==> src/design/tsl_pkg.sv <==
// package for the trace, condition-code and stack-limit trap unit
// assumes one clock, a synchronous reset and an apb master on the register side
// Overview of operation
// - while trace flag set, raise trace trap after every completed instruction
// - trace flag changes only on vector load or either return instruction
// - other writes to the status word keep the trace flag unchanged
// - condition codes sit in low four status bits, updated from data results
// - address calculations never touch condition codes, only explicit data operations
// - a data write to the status word loads the condition-code bits
// - trap, interrupt and return status loads replace the condition codes
// - condition-code operate sets or clears selected bits, others unchanged
// - each push lowers the stack pointer, which holds the last stored word
// - stack-limit checking guards the kernel stack with a warning trap
// - every kernel-mode stack-pointer store compares its address with the stack limit
// - store address above the limit proceeds without a trap
// - store address at or below the limit is always aborted, and trapped except a yellow one while a yellow response is open
// - violation within sixteen words below limit is a yellow-zone trap
// - yellow trap pushes its two context words normally on the stack
// - red zone ignores the stack pointer, stores context at 0 and 2
// - bus errors in yellow response or kernel stack references become red
// - trace flag is status bit 4, condition codes are bits 3 to 0
// - status bits 15 and 14 give mode; 00 kernel enables the check
package tsl_pkg;
   // apb register offsets
   localparam logic [7:0] TSL_OFS_PSW = 8'h00;
   localparam logic [7:0] TSL_OFS_SL = 8'h04;
   localparam logic [7:0] TSL_OFS_SP = 8'h08;
   localparam logic [7:0] TSL_OFS_STAT = 8'h0C;
   // status word fields
   localparam int TSL_T_BIT = 4;
   localparam int TSL_CC_MSB = 3;
   localparam int TSL_MODE_MSB = 15;
   localparam int TSL_MODE_LSB = 14;
   localparam logic [1:0] TSL_MODE_KERNEL = 2'h0;
   // reset values
   localparam logic [15:0] TSL_PSW_RST = 16'h0000;
   localparam logic [15:0] TSL_SL_RST = 16'h0000;
   localparam logic [15:0] TSL_SP_RST = 16'h0000;
   // stack geometry, in bytes
   localparam logic [15:0] TSL_YELLOW_BYTES = 16'h0020;
   localparam logic [15:0] TSL_SP_STEP = 16'h0002;
   localparam logic [15:0] TSL_RED_ADDR0 = 16'h0000;
   localparam logic [15:0] TSL_RED_ADDR1 = 16'h0002;

   typedef enum logic [3:0] {
      TSL_ST_IDLE = 4'b0001,
      TSL_ST_CTX0 = 4'b0010,
      TSL_ST_CTX1 = 4'b0100,
      TSL_ST_START = 4'b1000
   } tsl_state_e;

   // requests from the instruction sequencer and bus cycle logic
   typedef struct packed {
      logic instr_done;
      logic psw_load_vec;
      logic psw_load_ret;
      logic [15:0] psw_new;
      logic psw_wr;
      logic [15:0] psw_wr_data;
      logic cc_data_op;
      logic [3:0] cc_result;
      logic cc_operate;
      logic cc_set;
      logic [3:0] cc_mask;
      logic sp_push;
      logic sp_store;
      logic [15:0] store_addr;
      logic sp_ref;
      logic bus_err;
      logic trap_done;
      logic ctx_ack;
   } tsl_seq_req_s;

   // answers back to the sequencer
   typedef struct packed {
      logic trace_trap;
      logic yellow_trap;
      logic red_trap;
      logic store_abort;
      logic ctx_store;
      logic [15:0] ctx_addr;
      logic overflow_start;
      logic [15:0] psw;
      logic [15:0] stack_pointer;
   } tsl_seq_rsp_s;

   // merged status word update requests
   typedef struct packed {
      logic load_full;
      logic [15:0] full_val;
      logic wr_word;
      logic [15:0] wr_val;
      logic cc_op;
      logic cc_set;
      logic [3:0] cc_mask;
      logic cc_data;
      logic [3:0] cc_val;
   } tsl_psw_upd_s;
endpackage : tsl_pkg

==> src/design/tsl_psw_reg.sv <==
// processor status word register with its protected fields
// assumes update requests are merged into one struct per cycle, prioritised here
`timescale 1ns/100ps
module tsl_psw_reg (
   input wire logic ref_clk,
   input wire logic rst,
   input wire logic clk_en,
   input wire tsl_pkg::tsl_psw_upd_s upd,
   output logic [15:0] processor_status_word
);
   import tsl_pkg::*;

   logic [15:0] next_processor_status_word;

   ////////////////////////////////////////////////////////////////////////////
   // next status word, full loads first
   always_comb begin
      next_processor_status_word = processor_status_word;
      if (upd.load_full) begin
         next_processor_status_word = upd.full_val;
      end else if (upd.wr_word) begin
         next_processor_status_word = upd.wr_val;
         // trace flag is protected against plain writes
         next_processor_status_word[TSL_T_BIT] = processor_status_word[TSL_T_BIT];
      end else if (upd.cc_op) begin
         // only the masked codes move
         if (upd.cc_set) begin
            next_processor_status_word[TSL_CC_MSB:0] =
               processor_status_word[TSL_CC_MSB:0] | upd.cc_mask;
         end else begin
            next_processor_status_word[TSL_CC_MSB:0] =
               processor_status_word[TSL_CC_MSB:0] & ~upd.cc_mask;
         end
      end else if (upd.cc_data) begin
         next_processor_status_word[TSL_CC_MSB:0] = upd.cc_val;
      end
   end

   // register only
   always_ff @(posedge ref_clk) begin
      if (rst) begin
         processor_status_word <= TSL_PSW_RST;
      end else if (clk_en) begin
         processor_status_word <= next_processor_status_word;
      end
   end
endmodule : tsl_psw_reg

==> src/design/tsl_limit_cmp.sv <==
// stack limit comparator and zone classifier
// assumes byte addresses, pure combinational path
`timescale 1ns/100ps
module tsl_limit_cmp (
   input wire logic [15:0] store_addr,
   input wire logic [15:0] stack_limit_reg,
   output logic violation,
   output logic red_zone
);
   import tsl_pkg::*;

   logic [15:0] depth;

   // distance below the limit, meaningful only on violation
   always_comb begin
      depth = stack_limit_reg - store_addr;
      violation = (store_addr <= stack_limit_reg);
      red_zone = violation && (depth > TSL_YELLOW_BYTES);
   end
endmodule : tsl_limit_cmp

==> src/design/tsl_trap_unit.sv <==
// trace trap, condition-code and kernel stack-limit trap unit, top level
// assumes the sequencer shares ref_clk and rst; apb slave answers with no wait
`timescale 1ns/100ps
module tsl_trap_unit (
   input wire logic ref_clk,
   input wire logic rst,
   input wire logic clk_en,
   input wire logic psel,
   input wire logic penable,
   input wire logic pwrite,
   input wire logic [7:0] paddr,
   input wire logic [31:0] pwdata,
   output logic [31:0] prdata,
   output logic pready,
   output logic pslverr,
   input wire tsl_pkg::tsl_seq_req_s seq_req,
   output tsl_pkg::tsl_seq_rsp_s seq_rsp
);
   import tsl_pkg::*;

   // apb decode, used by the error path only
   function automatic logic ofs_mapped(input logic [7:0] a);
      ofs_mapped = (a == TSL_OFS_PSW) || (a == TSL_OFS_SL) ||
                   (a == TSL_OFS_SP) || (a == TSL_OFS_STAT);
   endfunction : ofs_mapped

   logic apb_wr;
   logic apb_setup;
   logic [31:0] next_prdata;
   logic [15:0] stack_limit_reg;
   logic [15:0] next_stack_limit_reg;
   logic [15:0] stack_pointer;
   logic [15:0] next_stack_pointer;
   logic [15:0] processor_status_word;
   tsl_psw_upd_s psw_upd;
   tsl_state_e state;
   tsl_state_e next_state;
   logic yellow_busy;
   logic next_yellow_busy;
   logic trace_trap;
   logic next_trace_trap;
   logic yellow_trap;
   logic next_yellow_trap;
   logic red_trap;
   logic next_red_trap;
   logic overflow_start;
   logic next_overflow_start;
   logic violation;
   logic red_zone;
   logic kernel_mode;
   logic checked_store;
   logic red_cause;
   logic yellow_cause;

   ////////////////////////////////////////////////////////////////////////////
   // apb handshake
   always_comb begin
      apb_setup = psel && !penable;
      apb_wr = psel && penable && pwrite;
      pready = 1'b1; // no wait states ever
      pslverr = psel && penable && !ofs_mapped(paddr);
   end

   // read data captured in setup so it is a flop at the access edge
   always_comb begin
      next_prdata = prdata;
      if (apb_setup && !pwrite) begin
         unique case (paddr)
            TSL_OFS_PSW: next_prdata = {16'h0000, processor_status_word};
            TSL_OFS_SL: next_prdata = {16'h0000, stack_limit_reg};
            TSL_OFS_SP: next_prdata = {16'h0000, stack_pointer};
            TSL_OFS_STAT: next_prdata = {25'h0000000, yellow_busy, kernel_mode,
                                         1'b0, state};
            default: next_prdata = 32'h00000000;
         endcase
      end
   end

   always_ff @(posedge ref_clk) begin
      if (rst) begin
         prdata <= 32'h00000000;
      end else if (clk_en) begin
         prdata <= next_prdata;
      end
   end

   ////////////////////////////////////////////////////////////////////////////
   // stack limit and stack pointer registers
   always_comb begin
      next_stack_limit_reg = stack_limit_reg;
      next_stack_pointer = stack_pointer;
      if (apb_wr && paddr == TSL_OFS_SL) begin
         next_stack_limit_reg = pwdata[15:0];
      end
      // sequencer push beats a software write in the same cycle
      if (seq_req.sp_push) begin
         next_stack_pointer = stack_pointer - TSL_SP_STEP;
      end else if (apb_wr && paddr == TSL_OFS_SP) begin
         next_stack_pointer = pwdata[15:0];
      end
   end

   always_ff @(posedge ref_clk) begin
      if (rst) begin
         stack_limit_reg <= TSL_SL_RST;
         stack_pointer <= TSL_SP_RST;
      end else if (clk_en) begin
         stack_limit_reg <= next_stack_limit_reg;
         stack_pointer <= next_stack_pointer;
      end
   end

   ////////////////////////////////////////////////////////////////////////////
   // status word updates, sequencer loads win over software writes
   always_comb begin
      psw_upd.load_full = seq_req.psw_load_vec || seq_req.psw_load_ret;
      psw_upd.full_val = seq_req.psw_new;
      psw_upd.wr_word = seq_req.psw_wr || (apb_wr && paddr == TSL_OFS_PSW);
      psw_upd.wr_val = seq_req.psw_wr ? seq_req.psw_wr_data : pwdata[15:0];
      psw_upd.cc_op = seq_req.cc_operate;
      psw_upd.cc_set = seq_req.cc_set;
      psw_upd.cc_mask = seq_req.cc_mask;
      // address arithmetic never raises cc_data_op
      psw_upd.cc_data = seq_req.cc_data_op;
      psw_upd.cc_val = seq_req.cc_result;
   end

   tsl_psw_reg u_psw (
      .ref_clk(ref_clk),
      .rst(rst),
      .clk_en(clk_en),
      .upd(psw_upd),
      .processor_status_word(processor_status_word)
   );

   ////////////////////////////////////////////////////////////////////////////
   // limit compare on stack stores
   tsl_limit_cmp u_cmp (
      .store_addr(seq_req.store_addr),
      .stack_limit_reg(stack_limit_reg),
      .violation(violation),
      .red_zone(red_zone)
   );

   // trap causes; only kernel stores are checked
   always_comb begin
      kernel_mode = processor_status_word[TSL_MODE_MSB:TSL_MODE_LSB] ==
                    TSL_MODE_KERNEL;
      checked_store = seq_req.sp_store && kernel_mode;
      // errors while the stack may be damaged escalate to red
      red_cause = (checked_store && violation && red_zone) ||
                  (seq_req.bus_err && (yellow_busy ||
                                       (seq_req.sp_ref && kernel_mode)));
      yellow_cause = checked_store && violation && !red_zone && !yellow_busy;
   end

   ////////////////////////////////////////////////////////////////////////////
   // trap pulses and yellow response tracking
   always_comb begin
      next_trace_trap = seq_req.instr_done && processor_status_word[TSL_T_BIT];
      next_yellow_trap = 1'b0;
      next_red_trap = 1'b0;
      next_yellow_busy = yellow_busy;
      if (state == TSL_ST_IDLE) begin
         if (red_cause) begin
            next_red_trap = 1'b1;
            next_yellow_busy = 1'b0;
         end else if (yellow_cause) begin
            // context pushes go through the normal stack path
            next_yellow_trap = 1'b1;
            next_yellow_busy = 1'b1;
         end else if (seq_req.trap_done) begin
            next_yellow_busy = 1'b0;
         end
      end
   end

   always_ff @(posedge ref_clk) begin
      if (rst) begin
         trace_trap <= 1'b0;
         yellow_trap <= 1'b0;
         red_trap <= 1'b0;
         yellow_busy <= 1'b0;
      end else if (clk_en) begin
         trace_trap <= next_trace_trap;
         yellow_trap <= next_yellow_trap;
         red_trap <= next_red_trap;
         yellow_busy <= next_yellow_busy;
      end
   end

   ////////////////////////////////////////////////////////////////////////////
   // red-zone emergency sequence: two context stores at fixed addresses
   always_comb begin
      next_state = state;
      next_overflow_start = 1'b0;
      unique case (state)
         TSL_ST_IDLE: begin
            if (red_cause) begin
               next_state = TSL_ST_CTX0;
            end
         end
         TSL_ST_CTX0: begin
            if (seq_req.ctx_ack) begin
               next_state = TSL_ST_CTX1;
            end
         end
         TSL_ST_CTX1: begin
            if (seq_req.ctx_ack) begin
               next_state = TSL_ST_START;
            end
         end
         TSL_ST_START: begin
            next_overflow_start = 1'b1;
            next_state = TSL_ST_IDLE;
         end
         default: begin
            next_state = TSL_ST_IDLE;
         end
      endcase
   end

   always_ff @(posedge ref_clk) begin
      if (rst) begin
         state <= TSL_ST_IDLE;
         overflow_start <= 1'b0;
      end else if (clk_en) begin
         state <= next_state;
         overflow_start <= next_overflow_start;
      end
   end

   ////////////////////////////////////////////////////////////////////////////
   // answers to the sequencer
   always_comb begin
      seq_rsp.trace_trap = trace_trap;
      seq_rsp.yellow_trap = yellow_trap;
      seq_rsp.red_trap = red_trap;
      // abort is combinational so the store never completes
      seq_rsp.store_abort = checked_store && violation;
      seq_rsp.ctx_store = (state == TSL_ST_CTX0) || (state == TSL_ST_CTX1);
      seq_rsp.ctx_addr = (state == TSL_ST_CTX1) ? TSL_RED_ADDR1 : TSL_RED_ADDR0;
      seq_rsp.overflow_start = overflow_start;
      seq_rsp.psw = processor_status_word;
      seq_rsp.stack_pointer = stack_pointer;
   end
endmodule : tsl_trap_unit

==> config.mk <==
export PLATFORM = sky130hd
export DESIGN_NAME = tsl_trap_unit
export DESIGN_NICKNAME = d
export VERILOG_FILES = /design/src/design/tsl_pkg.sv /design/src/design/tsl_psw_reg.sv /design/src/design/tsl_limit_cmp.sv /design/src/design/tsl_trap_unit.sv
export SDC_FILE = /design/constraint.sdc
export NUM_CORES = 1
export LEC_CHECK = 0
export ABC_AREA = 1
export BUFFER_PORTS_ARGS = -buffer_cell sky130_fd_sc_hd__buf_2
export CAP_MARGIN = 25
export CORE_MARGIN = 2
export CORE_UTILIZATION = 30
export CTS_CLUSTER_DIAMETER = 120
export CTS_CLUSTER_SIZE = 30
export DETAILED_ROUTE_END_ITERATION = 7
export GPL_TIMING_DRIVEN = 0
export HOLD_SLACK_MARGIN = 0.05
export PLACE_DENSITY = 0.62
export SETUP_SLACK_MARGIN = 0.05
export SYNTH_ARGS = -nofsm -noshare
export SYNTH_HDL_FRONTEND = slang
export SYNTH_HIERARCHICAL = 1
export SYNTH_SLANG_ARGS = --single-unit
==> constraint.sdc <==
create_clock -name ref_clk -period 4.9 [get_ports ref_clk]
set_input_delay 0 -clock ref_clk [delete_from_list [all_inputs] [get_ports ref_clk]]
set_output_delay 0 -clock ref_clk [all_outputs]
set_load 0.02 [all_outputs]
==> flow_summary.ini <==
[status]
outcome = finished, final reports clean

[timing]
finalSetupViolCount = 0
fin_crit_sh_pct = 60.8
fin_skew_ns = 0.00711
fin_crit_ns = 2.98
tns_ns = 0
max_freq_mhz = 336
rsz0062_at_grt = false
drv_slew = 0
slew_headroom_pct = 57.3
whs_ns = 0.0565
tightestPinTransition_ns = 0.640
fin_ws_ns = 1.92
hold_viol_final = 0

[global_route]
grt_pass1_wl_mm = 32.6
gr-usage-all-layers_pct = 20.8
antenna_found_initial = 2
grt_overflow = 0
grt_pass1_vias = 6145
grt_start_max_net_pins = 14

[detailed_routing]
drt_iter0_markers = 498
drc = 0
routed.top_layer = met5
route.met2.wl_mm = 10.2
firstDrtPassIters = 5
via_per_inst = 4.75
wl_met3_mm = 1.43
drtAntennaViolNets = 0
via_count = 6812
drt-wirelength-per-cell_um = 15.0
wirelength_mm = 21.5
met1Wirelength_mm = 9.47

[logic_synthesis]
syn_area_per_cell_sq_um = 6.02
synth_warnings = 6
synthesis.instances = 959
syn_area_sq_mm = 0.00577

[power_and_ir_drop]
pwr-share-comb_pct = 22.0
ir_worst_vdd_v = 0.000189
leakage_nw = 4.09
swShare_pct = 29.4
power_density_mw_per_mm2 = 241
seqPwrFrac_pct = 34.6
p_sw_uw = 546
cellInternalPower_mw = 1.31
pwr-share-clk_pct = 43.3

[cts]
clk_pin_slew_ns = 0.06
cts_root_buf = clkbuf_16
tritoncts = yes
cts_buffer_depth = 2
h-tree-depth = 3
post_cts_resized = 0
clk_latency_ns = 0.34
cts_buffers = 9
clock-sinks = 73

[die]
die_h_um = 143
initial_utilization_pct = 30.8
core_sq_mm = 0.0188
dieArea_sq_mm = 0.0204
fp-row-count = 50
pin_count = 203
die_w_um = 143

[setup_path]
worstPathRequired_ns = 5.13
critPathKind = register to register
cp-start-kind = register
path_max_fanout = 5
cp-end-kind = register
cp_data_arrival_time_ns = 3.21

[final_layout]
nNetsFinal = 1326
syn2layout_area_growth_pct = 33.7
drive_gt1_share_pct = 23.4

[placement]
routabilityCongestion = 0.915
dp_hpwl_mm = 17.2
port_buffers = 153
pre_cts_ws_ns = 2.35

[job]
drv_cap = 0

[hold_path]
min-delay-path-class = primary input to register
==> cells in the final DEF (no fill, tap or decap), drive strengths merged, types with 3 or more instances in the layout <==
cell,n
buf,212
dlygate4sd3,41
conb,32
a21oi,77
and2,3
a31oi,11
nand4,6
dfxtp,73
ha,17
nor2,89
nor3,3
o21ai,76
nand3b,3
nand2,288
bufinv,3
nand3,105
inv,126
clkbuf,22
==> routing by layer <==
layer / track usage (%) / up-vias
met1: 26.9 / 3052
met3: 3.79 / 28
met4: 4.79 / 2
met5: 0 / -
met2: 35.8 / 242
li1: - / 3488
==> final timing paths <==
check,depth (start not counted),slack [ns],from,to
max,16,1.92,stack_limit_reg[11],yellow_busy
min,5,0.06,seq_req[43],u_psw/processor_status_word[10]
min reg2reg,2,0.46,prdata[10],prdata[10]
max reg2reg,16,1.92,stack_limit_reg[11],yellow_busy
==> stage by stage <==
stage          utilization [%]  area [sq um]  total power [mW]  std cells
2_1_floorplan                -          5890             0.900        989
3_3_place_gp              37.0          6940              1.03       1376
3_5_place_dp              37.0          6940              1.03       1376
4_1_cts                   41.1          7720              1.86       1433
5_1_grt                   41.1          7720              1.93       1433
6_report                  41.1          7720              1.86       1434
==> critical path, stage by stage (launching register included) <==
cell and delay [ns]:
dfxtp_1 0.41, ha_1 0.42, nand2_1 0.12, nor2_1 0.19, and2_1 0.16, nand2_1 0.09
a21oi_1 0.14, nor2_1 0.06, nand3_1 0.07, nor2_1 0.05, nor2_1 0.12, nand4_1 0.14
nand2_1 0.11, nand2_1 0.09, nand3_1 0.08, a21oi_1 0.06, dlygate4sd3_1 0.57
==> area by class of cell <==
type,count,area [sq um]
Clock inverter,4,97.6
Inverter,126,473
Antenna cell,1,2.50
Fill cell,2088,11000
Sequential cell,73,1460
Timing Repair Buffer,194,1180
Tap cell,234,293
Clock buffer,12,267
Multi-Input combinational cell,721,3480
Buffer,69,475
==> power by group through the flow <==
stage / clock (mW) / combinational [mW] / sequential, mW
finish: 0.805 / 0.410 / 0.644
floorplan: 0 / 0.232 / 0.668
global placement: 0 / 0.376 / 0.657
global route: 0.829 / 0.452 / 0.647
CTS: 0.810 / 0.405 / 0.644
detailed placement: 0 / 0.377 / 0.657
==> timing repair <==
item / CTS / global route
hold buffers: 41 / 0
endpoints found under the hold margin: 38 / 0
buffers inserted: 0 / 0
(Power assumes the default switching activity.)
